## config.mk

```make
export PLATFORM = sky130hd
export DESIGN_NAME = wud_top
export DESIGN_NICKNAME = d
export VERILOG_FILES = /design/src/include/wud_pkg.sv /design/src/logic/wud_edge_detect.sv /design/src/logic/wud_ahb_phase.sv /design/src/logic/wud_top.sv
export SDC_FILE = /design/constraint.sdc
export NUM_CORES = 1
export LEC_CHECK = 0
export ABC_AREA = 1
export ABC_CLOCK_PERIOD_IN_PS = 3500
export BUFFER_PORTS_ARGS = -buffer_cell sky130_fd_sc_hd__buf_4
export CORE_ASPECT_RATIO = 1.25
export CORE_MARGIN = 2
export CORE_UTILIZATION = 54
export CTS_CLUSTER_SIZE = 25
export DETAILED_ROUTE_END_ITERATION = 7
export PLACE_DENSITY = 0.88
export SYNTH_ARGS = -nofsm -noshare
export SYNTH_HDL_FRONTEND = slang
export SYNTH_SLANG_ARGS = --single-unit
```

## constraint.sdc

```tcl
create_clock -name clk -period 3.5 [get_ports clk]
set_input_delay 0.7 -clock clk [delete_from_list [all_inputs] [get_ports clk]]
set_output_delay 0.7 -clock clk [all_outputs]
set_load 0.02 [all_outputs]
```

## src/include/wud_pkg.sv

```systemverilog
// Shared constants for the wake-up interrupt detector
package wud_pkg;

    // ************************************************
    // Geometry
    // ************************************************
    localparam int NUM_LINES = 8;
    localparam int MASK_BITS = 7;
    localparam int ADDR_W    = 10;
    localparam int IDX_W     = 8;
    localparam int REG_W     = 8;

    // ************************************************
    // Register indices (byte address is four times these)
    // ************************************************
    localparam logic [IDX_W-1:0] IDX_INT_MASK_FIVE = 8'hea;
    localparam logic [IDX_W-1:0] IDX_FLAG_CLEAR    = 8'heb;
    localparam logic [IDX_W-1:0] IDX_REQ_FLAGS     = 8'hec;
    localparam logic [IDX_W-1:0] IDX_DETECT_MODE   = 8'hed;
    localparam logic [IDX_W-1:0] IDX_EDGE_DIR      = 8'hee;
    localparam logic [IDX_W-1:0] IDX_INPUT_ENABLE  = 8'hef;

    // ************************************************
    // Reset values
    // ************************************************
    localparam logic [MASK_BITS-1:0] RST_INT_MASK_FIVE = 7'h7f;
    localparam logic [REG_W-1:0]     RST_REQ_FLAGS     = 8'h00;
    localparam logic [REG_W-1:0]     RST_DETECT_MODE   = 8'h00;
    localparam logic [REG_W-1:0]     RST_EDGE_DIR      = 8'h00;
    localparam logic [REG_W-1:0]     RST_INPUT_ENABLE  = 8'h00;

    // ************************************************
    // Bus encodings
    // ************************************************
    localparam logic [1:0] HTRANS_NONSEQ = 2'h2;
    localparam logic       HRESP_OKAY    = 1'h0;

    // Word-aligned byte address to register index; misaligned maps to none
    function automatic logic [IDX_W:0] wud_index(input logic [ADDR_W-1:0] addr);
        wud_index = {addr[1:0] == 2'h0, addr[ADDR_W-1:2]};
    endfunction

endpackage

```

## src/logic/wud_edge_detect.sv

```systemverilog
// Per-line transition detector with mode, direction and enable
`timescale 1ns/1ps
module wud_edge_detect
    import wud_pkg::*;
#(
    parameter int N = NUM_LINES
) (
    // Clock and reset
    input  wire logic         clk,
    input  wire logic         rst,
    // Lines and configuration
    input  wire logic [N-1:0] lineIn,
    input  wire logic [N-1:0] singleMode,
    input  wire logic [N-1:0] risingSel,
    input  wire logic [N-1:0] lineEnable,
    // Results
    output logic      [N-1:0] rise,
    output logic      [N-1:0] fall,
    output logic      [N-1:0] hit
);

    logic [N-1:0] prevLine;

    // Reset loads the live level so a line already high is no edge
    always_ff @(posedge clk) begin
        if (rst) begin
            prevLine <= lineIn;
        end else begin
            prevLine <= lineIn;
        end
    end

    assign rise = lineIn & ~prevLine;
    assign fall = ~lineIn & prevLine;

    always_comb begin
        for (int i = 0; i < N; i++) begin
            if (!lineEnable[i]) begin
                hit[i] = 1'b0;
            end else if (!singleMode[i]) begin
                hit[i] = rise[i] | fall[i];
            end else begin
                hit[i] = risingSel[i] ? rise[i] : fall[i];
            end
        end
    end

endmodule

```

## src/logic/wud_ahb_phase.sv

```systemverilog
// AHB-Lite address-phase capture for a zero-wait slave
`timescale 1ns/1ps
module wud_ahb_phase
    import wud_pkg::*;
(
    // Clock and reset
    input  wire logic              clk,
    input  wire logic              rst,
    // Address phase
    input  wire logic              hsel,
    input  wire logic [ADDR_W-1:0] haddr,
    input  wire logic [1:0]        htrans,
    input  wire logic              hwrite,
    input  wire logic              hready,
    // Data phase view
    output logic                   dphWrite,
    output logic                   dphRead,
    output logic      [IDX_W:0]    dphIndex
);

    logic takeAddr;

    // Only NONSEQ/SEQ transfers count; IDLE and BUSY are ignored
    assign takeAddr = hsel & htrans[1] & hready;

    always_ff @(posedge clk) begin
        if (rst) begin
            dphWrite <= 1'b0;
            dphRead  <= 1'b0;
            dphIndex <= '0;
        end else if (hready) begin
            dphWrite <= takeAddr & hwrite;
            dphRead  <= takeAddr & ~hwrite;
            dphIndex <= wud_index(haddr);
        end
    end

endmodule

```

## src/logic/wud_top.sv

```systemverilog
// Wake-up interrupt detector: registers, flags and request output
//
// Notes on behaviour
// - Eight read-only pending flags, one per line, cleared to zero by reset.
// - Mode bit 0 detects both edges; 1 detects a single edge; resets 0.
// - Direction bit in single mode: 0 falling, 1 rising; resets 0.
// - Enable bit 0 stops its line from raising a wake-up request.
`timescale 1ns/1ps
module wud_top
    import wud_pkg::*;
#(
    parameter int N = NUM_LINES
) (
    // Clock and reset
    input  wire logic              clk,
    input  wire logic              rst,
    // AHB-Lite slave
    input  wire logic              hsel,
    input  wire logic [ADDR_W-1:0] haddr,
    input  wire logic [1:0]        htrans,
    input  wire logic              hwrite,
    input  wire logic [2:0]        hsize,
    input  wire logic [31:0]       hwdata,
    input  wire logic              hready,
    output logic                   hreadyout,
    output logic      [31:0]       hrdata,
    output logic                   hresp,
    // Wake-up lines
    input  wire logic [N-1:0]      wakeupInputLine,
    // To the processor
    output logic                   wakeupReq,
    output logic      [N-1:0]      pendingFlag,
    output logic [MASK_BITS-1:0]   maskEnable
);

    // ************************************************
    // Bus phase tracking
    // ************************************************
    logic              dphWrite;
    logic              dphRead;
    logic [IDX_W:0]    dphIndex;
    logic              wrValid;
    logic [IDX_W-1:0]  wrIdx;
    logic [REG_W-1:0]  wrData;

    wud_ahb_phase u_phase (
        .clk      (clk),
        .rst      (rst),
        .hsel     (hsel),
        .haddr    (haddr),
        .htrans   (htrans),
        .hwrite   (hwrite),
        .hready   (hready),
        .dphWrite (dphWrite),
        .dphRead  (dphRead),
        .dphIndex (dphIndex)
    );

    // Zero wait states; every access, mapped or not, answers OKAY
    assign hreadyout = 1'b1;
    assign hresp     = HRESP_OKAY;
    assign wrValid   = dphWrite & dphIndex[IDX_W];
    assign wrIdx     = dphIndex[IDX_W-1:0];
    assign wrData    = hwdata[REG_W-1:0];

    // ************************************************
    // Configuration registers
    // ************************************************
    logic [REG_W-1:0]     detectMode;
    logic [REG_W-1:0]     edgeDir;
    logic [REG_W-1:0]     inputEnable;
    logic [MASK_BITS-1:0] intMaskFive;

    always_ff @(posedge clk) begin
        if (rst) begin
            detectMode <= RST_DETECT_MODE;
        end else if (wrValid && wrIdx == IDX_DETECT_MODE) begin
            detectMode <= wrData;
        end
    end

    always_ff @(posedge clk) begin
        if (rst) begin
            edgeDir <= RST_EDGE_DIR;
        end else if (wrValid && wrIdx == IDX_EDGE_DIR) begin
            edgeDir <= wrData;
        end
    end

    always_ff @(posedge clk) begin
        if (rst) begin
            inputEnable <= RST_INPUT_ENABLE;
        end else if (wrValid && wrIdx == IDX_INPUT_ENABLE) begin
            inputEnable <= wrData;
        end
    end

    // Bit 7 of the written byte is dropped and always reads zero
    always_ff @(posedge clk) begin
        if (rst) begin
            intMaskFive <= RST_INT_MASK_FIVE;
        end else if (wrValid && wrIdx == IDX_INT_MASK_FIVE) begin
            intMaskFive <= wrData[MASK_BITS-1:0];
        end
    end

    assign maskEnable = intMaskFive;

    // ************************************************
    // Edge detection and pending flags
    // ************************************************
    logic [N-1:0] rise;
    logic [N-1:0] fall;
    logic [N-1:0] hit;
    logic [N-1:0] flagClear;
    logic [N-1:0] next_flags;

    wud_edge_detect #(
        .N (N)
    ) u_detect (
        .clk        (clk),
        .rst        (rst),
        .lineIn     (wakeupInputLine),
        .singleMode (detectMode[N-1:0]),
        .risingSel  (edgeDir[N-1:0]),
        .lineEnable (inputEnable[N-1:0]),
        .rise       (rise),
        .fall       (fall),
        .hit        (hit)
    );

    // Write-one-to-clear; the flag register itself ignores writes
    assign flagClear = (wrValid && wrIdx == IDX_FLAG_CLEAR) ? wrData[N-1:0] : '0;

    // A new edge wins over a clear in the same cycle, so none is lost
    assign next_flags = (pendingFlag & ~flagClear) | hit;

    always_ff @(posedge clk) begin
        if (rst) begin
            pendingFlag <= RST_REQ_FLAGS[N-1:0];
        end else begin
            pendingFlag <= next_flags;
        end
    end

    always_ff @(posedge clk) begin
        if (rst) begin
            wakeupReq <= 1'b0;
        end else begin
            wakeupReq <= |next_flags;
        end
    end

    // ************************************************
    // Read mux
    // ************************************************
    function automatic logic [REG_W-1:0] readValue(input logic [IDX_W:0] idx);
        readValue = '0;
        if (idx[IDX_W]) begin
            unique case (idx[IDX_W-1:0])
                IDX_INT_MASK_FIVE: readValue = {1'b0, intMaskFive};
                IDX_REQ_FLAGS:     readValue = REG_W'(pendingFlag);
                IDX_DETECT_MODE:   readValue = detectMode;
                IDX_EDGE_DIR:      readValue = edgeDir;
                IDX_INPUT_ENABLE:  readValue = inputEnable;
                default:           readValue = '0;
            endcase
        end
    endfunction

    // Reads show live register state during the data phase
    // A process, not an assign, so a flag set mid-phase is seen too
    always_comb begin
        hrdata = dphRead ? {24'h000000, readValue(dphIndex)} : 32'h00000000;
    end

    // ************************************************
    // Assertions
    // ************************************************
    logic [N-1:0] bothMatch;
    logic [N-1:0] riseMatch;
    logic [N-1:0] wrongEdge;
    logic [N-1:0] blocked;

    assign bothMatch = inputEnable[N-1:0] & ~detectMode[N-1:0] & (rise | fall);
    assign riseMatch = inputEnable[N-1:0] & detectMode[N-1:0] & edgeDir[N-1:0] & rise;
    assign wrongEdge = inputEnable[N-1:0] & detectMode[N-1:0] & ~edgeDir[N-1:0] & rise
                       & ~pendingFlag;
    assign blocked   = ~inputEnable[N-1:0] & (rise | fall) & ~pendingFlag;

    AST_FLAG_RESET: assert property (@(posedge clk)
        $past(rst) |-> pendingFlag == '0 && !wakeupReq)
        else $error("flags not zero after reset");

    AST_FLAG_HOLD: assert property (@(posedge clk) disable iff (rst)
        (hit == '0 && flagClear == '0) |=> $stable(pendingFlag))
        else $error("flag changed with no edge and no clear");

    AST_BOTH_EDGES: assert property (@(posedge clk) disable iff (rst)
        bothMatch != '0 |=> (pendingFlag & $past(bothMatch)) == $past(bothMatch))
        else $error("both-edge mode missed a transition");

    AST_RISE_ONLY: assert property (@(posedge clk) disable iff (rst)
        riseMatch != '0 |=> (pendingFlag & $past(riseMatch)) == $past(riseMatch))
        else $error("rising edge missed in single mode");

    AST_WRONG_EDGE: assert property (@(posedge clk) disable iff (rst)
        wrongEdge != '0 |=> (pendingFlag & $past(wrongEdge)) == '0)
        else $error("rising edge flagged while falling selected");

    AST_DISABLED: assert property (@(posedge clk) disable iff (rst)
        blocked != '0 |=> (pendingFlag & $past(blocked)) == '0)
        else $error("disabled line raised a flag");

    AST_MASK_RESET: assert property (@(posedge clk)
        $past(rst) |-> maskEnable == RST_INT_MASK_FIVE)
        else $error("mask not all ones after reset");

    AST_MASK_WRITE: assert property (@(posedge clk) disable iff (rst)
        (wrValid && wrIdx == IDX_INT_MASK_FIVE) |=> maskEnable == $past(hwdata[6:0]))
        else $error("mask write not stored");

    AST_MASK_BIT7: assert property (@(posedge clk) disable iff (rst)
        (dphRead && dphIndex == {1'b1, IDX_INT_MASK_FIVE}) |-> hrdata[31:7] == '0)
        else $error("unused mask bits read nonzero");

    AST_SET_WINS: assert property (@(posedge clk) disable iff (rst)
        (hit & flagClear) != '0 |=> (pendingFlag & $past(hit)) == $past(hit))
        else $error("clear beat a same-cycle edge");

    AST_REQ_FOLLOWS: assert property (@(posedge clk) disable iff (rst)
        hit != '0 |=> wakeupReq ##0 (pendingFlag != '0) [*1])
        else $error("request not raised after a match");

    AST_REQ_DROPS: assert property (@(posedge clk) disable iff (rst)
        (pendingFlag != '0 && (pendingFlag & ~flagClear) == '0 && hit == '0) |=> !wakeupReq)
        else $error("request stayed after all flags cleared");

    COV_BOTH: cover property (@(posedge clk) disable iff (rst)
        bothMatch != '0 ##1 wakeupReq);

    COV_SINGLE_FALL: cover property (@(posedge clk) disable iff (rst)
        (inputEnable[N-1:0] & detectMode[N-1:0] & ~edgeDir[N-1:0] & fall) != '0);

    COV_CLEAR: cover property (@(posedge clk) disable iff (rst)
        wakeupReq ##1 flagClear != '0 ##1 !wakeupReq);

    COV_COLLIDE: cover property (@(posedge clk) disable iff (rst)
        (hit & flagClear) != '0);

endmodule

```

==> impl_metrics.csv, run 1 <==
group,metric,value,unit
grt,grt_pass1_wl,12200,um
clock_tree,clk_latency,0.34,ns
timing,tightest_slew,1.03,ns
synthesis,syn_area,3090,um^2
critical_path,worstSetupPathDepth,8,
critical_path,startpoint,"u_phase.dphIndex[4]",
synthesis,syn_area_per_cell,7.35,um^2
grt,grt_util_all_layers,24.9,%
grt,overflow,0,
timing,slew_headroom,31.5,%
critical_path,r2r_slack,1.37,ns
power_and_ir_drop,switchingPower,0.342,mW
critical_path,cpLargestDelayFamily,"simple AND/OR/NAND/NOR gates",
power_and_ir_drop,power.leakage,1.60,nW
timing,finalSetupTns,0,ns
power_and_ir_drop,p_int,0.993,mW
status,status,"complete, no violations",
critical_path,crit_type,"flop to output pin",
grt,grt_start_max_net_pins,39,
clock_tree,cts_tree,"done",
final_layout,area_delta_synth_final,16.3,%
run,max_cap_violations,0,
critical_path,critPathMaxStageDelay,0.32,ns
critical_path,cp.arrival,2.06,ns
synthesis,yosys_warnings,0,
critical_path,crit_required,2.80,ns
timing,skew,0.00958,ns
power_and_ir_drop,combPwrFrac,8.9,%
grt,globalRouteMet3Util,6.83,%
hold_path,hold_class,"flop to flop",
clock_tree,cts.sinks,59,
critical_path,endpoint,"hrdata[5]",
place,dp_slack,1.11,ns
floorplan,fp.dieH,88.5,um
grt,grt_most_used_layer,"met2",
clock_tree,root_buffer,"clkbuf_8",
timing,min_period_over_period,79.0,%
grt,grt_pass1_vias,2650,
timing,max_clock_freq,362,MHz
timing,finalMaxSlewViolations,0,
timing,post-route-min-period,2.76,ns
critical_path,crit_chain,"inv_1 -> nand2_2 -> nor2_4 -> nand4_2 -> o22ai_1 -> nor2_1 -> a21oi_1 -> buf_4",
power_and_ir_drop,seq_power_share,51.9,%
power_and_ir_drop,power_density,372,nW/um^2
clock_tree,clockBufferDepth,2,
critical_path,r2r_start,"u_phase.dphIndex[4]",
final_layout,multi_input_area,1510,um^2
final_layout,diodes,0,
place,dp.cells,527,
floorplan,ios,110,
detailed_routing,via_per_inst,5.36,
floorplan,start_util,56.3,%
final_layout,drive_gt1_share,18.8,%
final_layout,final-seq-area,1180,um^2
floorplan,rows,30,
grt,grt_use_met1,28.7,%
power_and_ir_drop,irDropWorstVdd,318,uV
power_and_ir_drop,p_clk_share,39.2,%
final_layout,fill_cells,489,
detailed_routing,routed_wl,7380,um
critical_path,end_kind,"output pin",
synthesis,seq_area_frac_synth,38.3,%
detailed_routing,drc,0,
synthesis,ys_ff_latch,59,
critical_path,crit_slowest_cell,"nor2_4",
detailed_routing,drt_iter0_drc,233,
detailed_routing,vias,2907,
synthesis,synth_cells,420,
timing,setup_viol,0,
final_layout,final_area,3590,um^2
timing,worst_slack,0.736,ns
detailed_routing,dr.pass1.iters,5,
place,hpwlAfterDp,5310,um
final_layout,nNetsFinal,550,
power_and_ir_drop,switching_share,25.6,%
clock_tree,htreeDepth,3,
synthesis,synth_top_area_share,38.3,%
synthesis,yosysTopAreaCell,"dfxtp_1",
detailed_routing,ant_nets,0,
clock_tree,clkTransAtPathRegs,0.06,ns
final_layout,stdcell_count,542,
critical_path,crit_buf_inv,2,
critical_path,r2r_cells,6,
clock_tree,ctsHoldBuffers,0,
place,placed_area,3430,um^2
floorplan,coreArea,5480,um^2
hold_path,min_path_cells,2,
floorplan,fp.dieW,71.6,um
timing,rsz0062_at_grt,"no",
place,port-buffer-count,55,
critical_path,crit_fanout,16,
floorplan,die_area,6340,um^2
place,gp_congestion,0.809,
synthesis,netlist_top_cells_area,"dfxtp_1, a21oi_1, nand2_1, inv_1, buf_4",
critical_path,critical_path.startpoint_type,"flop",
clock_tree,cts_setup_buffers,0,
grt,antenna_found_initial,0,
grt,use_met2,41.9,%
critical_path,reg2reg_to,"detectMode[5]",
clock_tree,cts_buffers,9,
clock_tree,post_cts_resized,0,
detailed_routing,wl_per_cell,13.6,um
synthesis,ys_types,26,
timing,hold_viol,0,
==> area by class of cell <==
class | count | share of cell area [%]
Timing Repair Buffer | 55 | 11.5
Inverter | 65 | 6.80
Clock inverter | 3 | 0.418
Multi-Input combinational cell | 284 | 42.1
Sequential cell | 59 | 32.9
Tap cell | 64 | 2.23
Clock buffer | 12 | 4.04
==> power by group through the flow <==
stage | Combinational, mW | Clock [mW] | Sequential [mW]
detailed placement | 0.118 | 0 | 0.707
finish | 0.119 | 0.524 | 0.693
CTS | 0.118 | 0.531 | 0.693
global route | 0.134 | 0.569 | 0.693
global placement | 0.114 | 0 | 0.706
floorplan | 0.0942 | 0 | 0.705
==> metal layers <==
metal | vias to the layer above | part of all wire (%)
met5 | - | 0
met4 | 0 | 2.3
met3 | 19 | 9.6
met2 | 148 | 50
met1 | 1302 | 38
li1 | 1438 | -
==> state kept, by name, indices dropped and copies added, names as in the netlist <==
signal	cells
u_detect.prevLine	8
u_phase.dphRead	1
u_phase.dphIndex	9
wakeupReq	1
pendingFlag	8
u_phase.dphWrite	1
edgeDir	8
maskEnable	7
inputEnable	8
detectMode	8
==> worst min path at each step <==
| stage | startpoint | end | slack, ns |
|---|---|---|---|
| finish | u_phase.dphWrite | u_phase.dphWrite | 0.47 |
| global placement | u_phase.dphWrite | u_phase.dphWrite | 0.45 |
| floorplan | u_phase.dphWrite | u_phase.dphWrite | 0.44 |
| global route | wakeupInputLine[2] | u_detect.prevLine[2] | 0.46 |
| CTS | wakeupInputLine[6] | u_detect.prevLine[6] | 0.47 |
| detailed placement | u_phase.dphWrite | u_phase.dphWrite | 0.46 |
==> layout by cell type (no fill, tap or decap), drive strengths merged <==
cell type	n
dfxtp	59
nand3	26
nor4	1
clkinv	3
nor2	26
o22ai	13
o21bai	1
o21ai	34
ha	16
nand4	11
o211ai	2
a21oi	58
buf	55
clkbuf	12
inv	65
nor3	1
conb	26
nand2	69
==> cells by family after synthesis <==
logic type	synth area share [%]
DFF	38.3
AOI/OAI and AO/OA	18.6
other	0.243
buffers and inverters	15.7
adders and majority gates	6.49
and+or+nand+nor	20.7
==> tightest hold or removal path: cells and delay by family (launching register included) <==
family           cells  cell delay (ns)
AO/OA/AOI/OAI        1             0.05
flip-flops           1             0.31
AND/OR/NAND/NOR      1             0.06
==> stage by stage <==
| step | power [mW] | utilization [%] | hold WS (ns) |
|---|---|---|---|
| 2_1_floorplan | 0.799 | - | 0.445 |
| 3_3_place_gp | 0.820 | 62.6 | 0.455 |
| 3_5_place_dp | 0.825 | 62.6 | 0.459 |
| 4_1_cts | 1.34 | 65.5 | 0.468 |
| 5_1_grt | 1.40 | 65.5 | 0.463 |
| 6_report | 1.34 | 65.5 | 0.468 |
==> synth_stat cells <==
master,count
nand2_1,62
dfxtp_1,59
inv_1,59
a21oi_1,58
o21ai_0,31
buf_4,27
nand3_1,24
nor2_1,23
ha_1,16
o22ai_1,13
nand4_1,10
inv_2,6
nand2_2,6
clkbuf_1,5
buf_2,4
o21ai_1,3
conb_1,2
nand3_2,2
nor2_4,2
o211ai_2,2
nand2_4,1
nand4_2,1
nor2_2,1
nor3_1,1
nor4_4,1
o21bai_1,1
No activity file was read; power rests on OpenSTA's default activity.
==> inputs of run 2 (changes only) <==
--- a/config.mk
+++ b/config.mk
@@ -5,15 +5,15 @@
 export SDC_FILE = /design/constraint.sdc
 export NUM_CORES = 1
 export LEC_CHECK = 0
-export ABC_AREA = 1
-export ABC_CLOCK_PERIOD_IN_PS = 3500
+export ABC_AREA = 0
+export ABC_CLOCK_PERIOD_IN_PS = 2770
 export BUFFER_PORTS_ARGS = -buffer_cell sky130_fd_sc_hd__buf_4
 export CORE_ASPECT_RATIO = 1.25
 export CORE_MARGIN = 2
-export CORE_UTILIZATION = 54
+export CORE_UTILIZATION = 50
 export CTS_CLUSTER_SIZE = 25
 export DETAILED_ROUTE_END_ITERATION = 7
-export PLACE_DENSITY = 0.88
+export PLACE_DENSITY = 0.82
 export SYNTH_ARGS = -nofsm -noshare
 export SYNTH_HDL_FRONTEND = slang
 export SYNTH_SLANG_ARGS = --single-unit
==> constraint.sdc (replaced) <==
create_clock -name clk -period 2.77 [get_ports clk]
set_input_delay 0.554 -clock clk [delete_from_list [all_inputs] [get_ports clk]]
set_output_delay 0.554 -clock clk [all_outputs]
set_load 0.02 [all_outputs]
==> impl_metrics.csv, run 2 <==
group,metric,value,unit
final_layout,final_area,3590,um^2
grt,grt_start_max_net_pins,52,
floorplan,ios,110,
detailed_routing,wl_per_cell,15.4,um
clock_tree,cts_tree,"done",
final_layout,diodes,0,
detailed_routing,drc,0,
power_and_ir_drop,power.leakage,1.51,nW
floorplan,rows,31,
final_layout,final_common_cell,"buf_4",
grt,overflow,0,
clock_tree,htreeDepth,3,
timing,post-route-min-period,2.66,ns
critical_path,crit_required,2.22,ns
floorplan,die_area,6720,um^2
timing,finalSetupTns,0,ns
floorplan,start_util,52.3,%
synthesis,synth_cells,314,
synthesis,yosys_warnings,0,
synthesis,synth-edff-count,0,
critical_path,critPathMaxStageDelay,0.47,ns
grt,grt_pass1_wl,10900,um
power_and_ir_drop,switchingPower,0.418,mW
timing,hold_viol,0,
synthesis,async_flop_share,0,%
critical_path,cp.arrival,2.11,ns
clock_tree,root_buffer,"clkbuf_8",
timing,max_clock_freq,376,MHz
synthesis,syn_area,3040,um^2
power_and_ir_drop,seq_power_share,48.8,%
floorplan,fp.dieH,91.2,um
synthesis,netlist_top_cells_area,"dfxtp_1, mux2i_1, buf_4, ha_1, nor2_1",
clock_tree,cts_buffers,9,
power_and_ir_drop,combPwrFrac,7.8,%
timing,rsz0062_at_grt,"no",
power_and_ir_drop,p_clk_share,43.3,%
power_and_ir_drop,irDropWorstVdd,590,uV
critical_path,crit_slowest_cell,"and3_1",
synthesis,synth_common_cells,"dfxtp_1, mux2i_1, nor2_1",
synthesis,ys_types,39,
place,placed_area,3380,um^2
timing,skew,0.00689,ns
timing,min_period_over_period,96.1,%
detailed_routing,dr.pass1.iters,4,
critical_path,crit_chain,"and4b_1 -> and3_1 -> a222oi_1 -> a21oi_1 -> buf_4",
critical_path,crit_buf_inv,1,
critical_path,crit_type,"flop to output pin",
grt,antenna_found_initial,0,
clock_tree,cts.sinks,59,
final_layout,fill_cells,520,
critical_path,worstSetupPathDepth,5,
place,port-buffer-count,55,
grt,grt_pass1_vias,2311,
timing,tightest_slew,0.587,ns
place,hpwlAfterDp,4780,um
place,gp_congestion,0.803,
hold_path,min_path_cells,1,
final_layout,final-seq-area,1180,um^2
final_layout,multi_input_area,1600,um^2
critical_path,end_kind,"output pin",
timing,finalMaxSlewViolations,0,
final_layout,drive_gt1_share,23.7,%
synthesis,ys_ff_latch,59,
floorplan,coreArea,5820,um^2
detailed_routing,vias,2412,
run,max_cap_violations,0,
critical_path,critical_path.startpoint_type,"flop",
final_layout,largest_reg_flops,9,
power_and_ir_drop,p_int,1.38,mW
detailed_routing,drt_iter0_drc,215,
synthesis,syn_area_per_cell,9.68,um^2
detailed_routing,ant_nets,0,
clock_tree,clockBufferDepth,2,
floorplan,fp.dieW,73.7,um
synthesis,synth_top_area_share,38.8,%
detailed_routing,routed_wl,6790,um
final_layout,top_register,"u_phase.dphIndex",
power_and_ir_drop,switching_share,23.3,%
synthesis,yosysMostFrequentCell,"dfxtp_1",
status,status,"complete, no violations",
detailed_routing,via_per_inst,5.47,
final_layout,stdcell_count,441,
synthesis,ys.flop_type,"dfxtp_1",
final_layout,area_delta_synth_final,18.1,%
final_layout,layout_common_cells,"buf_4, dfxtp_1, mux2i_1",
timing,slew_headroom,60.9,%
synthesis,yosysTopAreaCell,"dfxtp_1",
clock_tree,clkTransAtPathRegs,0.07,ns
critical_path,crit_fanout,8,
hold_path,hold_class,"input pin to flop",
clock_tree,clk_latency,0.34,ns
grt,grt_util_all_layers,21.2,%
critical_path,r2r_cells,6,
power_and_ir_drop,power_density,500,nW/um^2
final_layout,nNetsFinal,447,
timing,setup_viol,0,
clock_tree,ctsHoldBuffers,0,
synthesis,seq_area_frac_synth,38.8,%
place,dp.cells,424,
critical_path,cpLargestDelayFamily,"simple AND/OR/NAND/NOR gates",
power_and_ir_drop,power.total,1.79,mW
-- run 2: cell types whose count changed after synthesis, sizes merged, moves of 13 or more --
cell and delta:
o22ai -13, a22oi +19, nand2 -56, o21ai -31, a21oi -54, inv -49
nand3 -26, mux2i +43, nor2 +15
-- run 2: logic make-up after synthesis --
group,after synthesis,share of synthesized area (%)
and+or+nand+nor,89,16.1
buffers and inverters,57,11.6
DFF,59,38.8
AOI/OAI and AO/OA,44,10.7
other,2,0.247
adders and majority gates,16,6.58
muxes,47,16.0
-- run 2: cell type report --
cell class / instances / area share (%)
sequential: 59 / 32.9
timing repair buffer: 63 / 13.2
multi-input combinational: 222 / 44.5
tap: 66 / 2.30
inverter: 16 / 1.67
clock inverter: 2 / 0.976
clock buffer: 13 / 4.43
-- run 2: power groups by stage --
stage                     logic, mW  registers, mW  clock network (mW)
final                         0.141          0.877               0.777
after detailed placement      0.140          0.896                   0
after global routing          0.158          0.879               0.818
after CTS                     0.141          0.877               0.789
after global placement        0.136          0.894                   0
after floorplan               0.113          0.892                   0
-- run 2: path summary, 6_finish.rpt --
check	start	end	slack (ns)
setup / recovery	u_phase.dphIndex[7]	hrdata[3]	0.11
hold / removal	wakeupInputLine[0]	u_detect.prevLine[0]	0.33
setup reg to reg	u_phase.dphIndex[7]	edgeDir[7]	0.60
hold reg to reg	u_phase.dphRead	u_phase.dphRead	0.48
-- run 2: routing by layer --
metal,track usage (%),vias up,part of all wire [%]
met2,33.5,111,49
met5,0,-,0
met3,5.44,12,7.3
met1,26.0,1125,41
li1,-,1164,-
met4,10.8,0,2.8
-- run 2: timing repair --
item / CTS / global route
buffers inserted: 0 / 2
gates resized for setup: 0 / 1
setup endpoints to repair: 0 / 6
-- run 2: through the flow --
stage	util, %	hold WS [ns]	setup WS [ns]
floorplan	-	0.441	0.579
global placement	58.1	0.454	0.461
detailed placement	58.1	0.481	0.391
CTS	61.4	0.324	0.0244
global route	61.7	0.331	0.00273
finish	61.7	0.333	0.107
==> inputs of run 3 (changes only) <==
--- a/config.mk
+++ b/config.mk
@@ -10,10 +10,10 @@
 export BUFFER_PORTS_ARGS = -buffer_cell sky130_fd_sc_hd__buf_4
 export CORE_ASPECT_RATIO = 1.25
 export CORE_MARGIN = 2
-export CORE_UTILIZATION = 50
+export CORE_UTILIZATION = 27
 export CTS_CLUSTER_SIZE = 25
 export DETAILED_ROUTE_END_ITERATION = 7
-export PLACE_DENSITY = 0.82
+export PLACE_DENSITY = 0.51
 export SYNTH_ARGS = -nofsm -noshare
 export SYNTH_HDL_FRONTEND = slang
 export SYNTH_SLANG_ARGS = --single-unit
==> impl_metrics.csv, run 3 (synthesized netlist as in run 2, its figures left out) <==
group,metric,value,unit
grt,grt_util_all_layers,12.8,%
clock_tree,root_buffer,"clkbuf_16",
timing,hold_ws,0.354,ns
timing,post-route-min-period,2.57,ns
floorplan,ios,110,
clock_tree,cts_buffers,9,
critical_path,end_kind,"output pin",
clock_tree,clockBufferDepth,2,
timing,min_period_over_period,92.7,%
floorplan,coreArea,11000,um^2
place,hpwlAfterDp,5300,um
power_and_ir_drop,power_density,540,nW/um^2
place,dp_slack,0.456,ns
timing,slew_headroom,62.7,%
critical_path,path_common_cell,"buf_4",
clock_tree,clkTransAtPathRegs,0.05,ns
detailed_routing,ant_nets,0,
detailed_routing,via_per_inst,4.60,
detailed_routing,wl_per_cell,14.5,um
grt,antenna_found_initial,0,
final_layout,largest_reg_flops,9,
final_layout,final_common_cell,"buf_4",
clock_tree,clk_latency,0.32,ns
final_layout,nNetsFinal,449,
final_layout,area_delta_synth_final,24.1,%
final_layout,stdcell_count,513,
timing,worst_slack,0.203,ns
clock_tree,cts.sinks,59,
power_and_ir_drop,power.leakage,1.56,nW
floorplan,fp.dieH,123,um
grt,grt_pass1_vias,2374,
critical_path,cp.arrival,2.01,ns
floorplan,die_area,12100,um^2
timing,rsz0062_at_grt,"no",
clock_tree,htreeDepth,3,
timing,hold_viol,0,
timing,setup_viol,0,
timing,finalMaxSlewViolations,0,
critical_path,crit_required,2.22,ns
critical_path,crit_type,"flop to output pin",
place,gp_congestion,0.824,
timing,finalSetupTns,0,ns
run,max_cap_violations,0,
critical_path,crit_fanout,7,
detailed_routing,routed_wl,7460,um
timing,max_clock_freq,390,MHz
final_layout,diodes,0,
detailed_routing,drt_iter0_drc,73,
final_layout,layout_common_cells,"buf_4, dfxtp_1, mux2i_1",
detailed_routing,vias,2359,
critical_path,crit_chain,"and4b_1 -> buf_4 -> and3_2 -> buf_4 -> nand2_1 -> a31oi_1 -> buf_4",
place,port-buffer-count,55,
hold_path,hold_class,"input pin to flop",
grt,grt_start_max_net_pins,52,
critical_path,crit_slowest_cell,"dfxtp_1",
grt,grt_pass1_wl,12000,um
timing,tightest_slew,0.560,ns
final_layout,top_register,"u_phase.dphIndex",
power_and_ir_drop,power.total,2.04,mW
floorplan,rows,43,
floorplan,start_util,27.6,%
critical_path,critical_path.startpoint_type,"flop",
place,dp.cells,497,
grt,overflow,0,
timing,skew,0.00650,ns
power_and_ir_drop,irDropWorstVdd,272,uV
detailed_routing,dr.pass1.iters,4,
critical_path,critPathMaxStageDelay,0.36,ns
status,status,"complete, no violations",
detailed_routing,drc,0,
final_layout,drive_gt1_share,24.3,%
clock_tree,cts_tree,"done",
floorplan,fp.dieW,98.9,um
[run 3: cell types whose count changed in the layout (fill, tap and decap cells not counted)]
cell,before,now
clkinv_2,1,2
and3_1,6,5
clkbuf_16,0,9
bufinv_16,1,0
clkbuf_8,11,2
and3_2,0,1
buf_4,63,65
clkbuf_1,2,3
[run 3: routing by layer]
metal | share of wire [%] | GRT usage, % | vias to the layer above
met3 | 6.5 | 3.08 | 8
met2 | 49 | 21.0 | 80
met1 | 43 | 15.8 | 1097
met4 | 1.3 | 6.16 | 0
li1 | - | - | 1174
met5 | 0 | 0 | -
[run 3: through the flow]
stage               util (%)  cell area (um^2)
finish                  34.2              3770
floorplan                  -              3130
global route            34.2              3770
global placement        31.7              3500
CTS                     34.2              3770
detailed placement      31.7              3500
[run 3: critical path: cells and delay by family (launching register included)]
family / cells / cell delay, ns
buf+inv: 3 / 0.52
flops: 1 / 0.36
compound gates: 1 / 0.21
simple gates: 3 / 0.61
[run 3: repair_timing]
item                                    in CTS  in global routing
setup buffers                                0                  0
hold buffers                                 0                  0
endpoints found under the setup margin       0                  2
hold endpoints to repair                     0                  0
gates resized for setup                      0                  2
[run 3: where the power goes]
group	switching (mW)	internal (mW)
registers	0.0137	0.865
logic	0.0866	0.0555
clock network	0.365	0.651
[run 3: cell type report]
class | count | area [um^2]
fill | 1139 | 7260
multi-input combinational | 222 | 1600
sequential | 59 | 1180
timing repair buffer | 65 | 488
clock buffer | 14 | 264
tap | 135 | 169
inverter | 16 | 60.1
clock inverter | 2 | 10.0
[run 3: final timing paths]
kind,slack (ns),endpoint,from,cells past startpoint
worst max-delay path,0.20,hrdata[2],u_phase.dphIndex[7],7
worst min-delay path,0.35,u_detect.prevLine[5],wakeupInputLine[5],1
worst max register to register,0.77,maskEnable[0],u_phase.dphIndex[7],7
worst min register to register,0.47,u_phase.dphRead,u_phase.dphRead,2
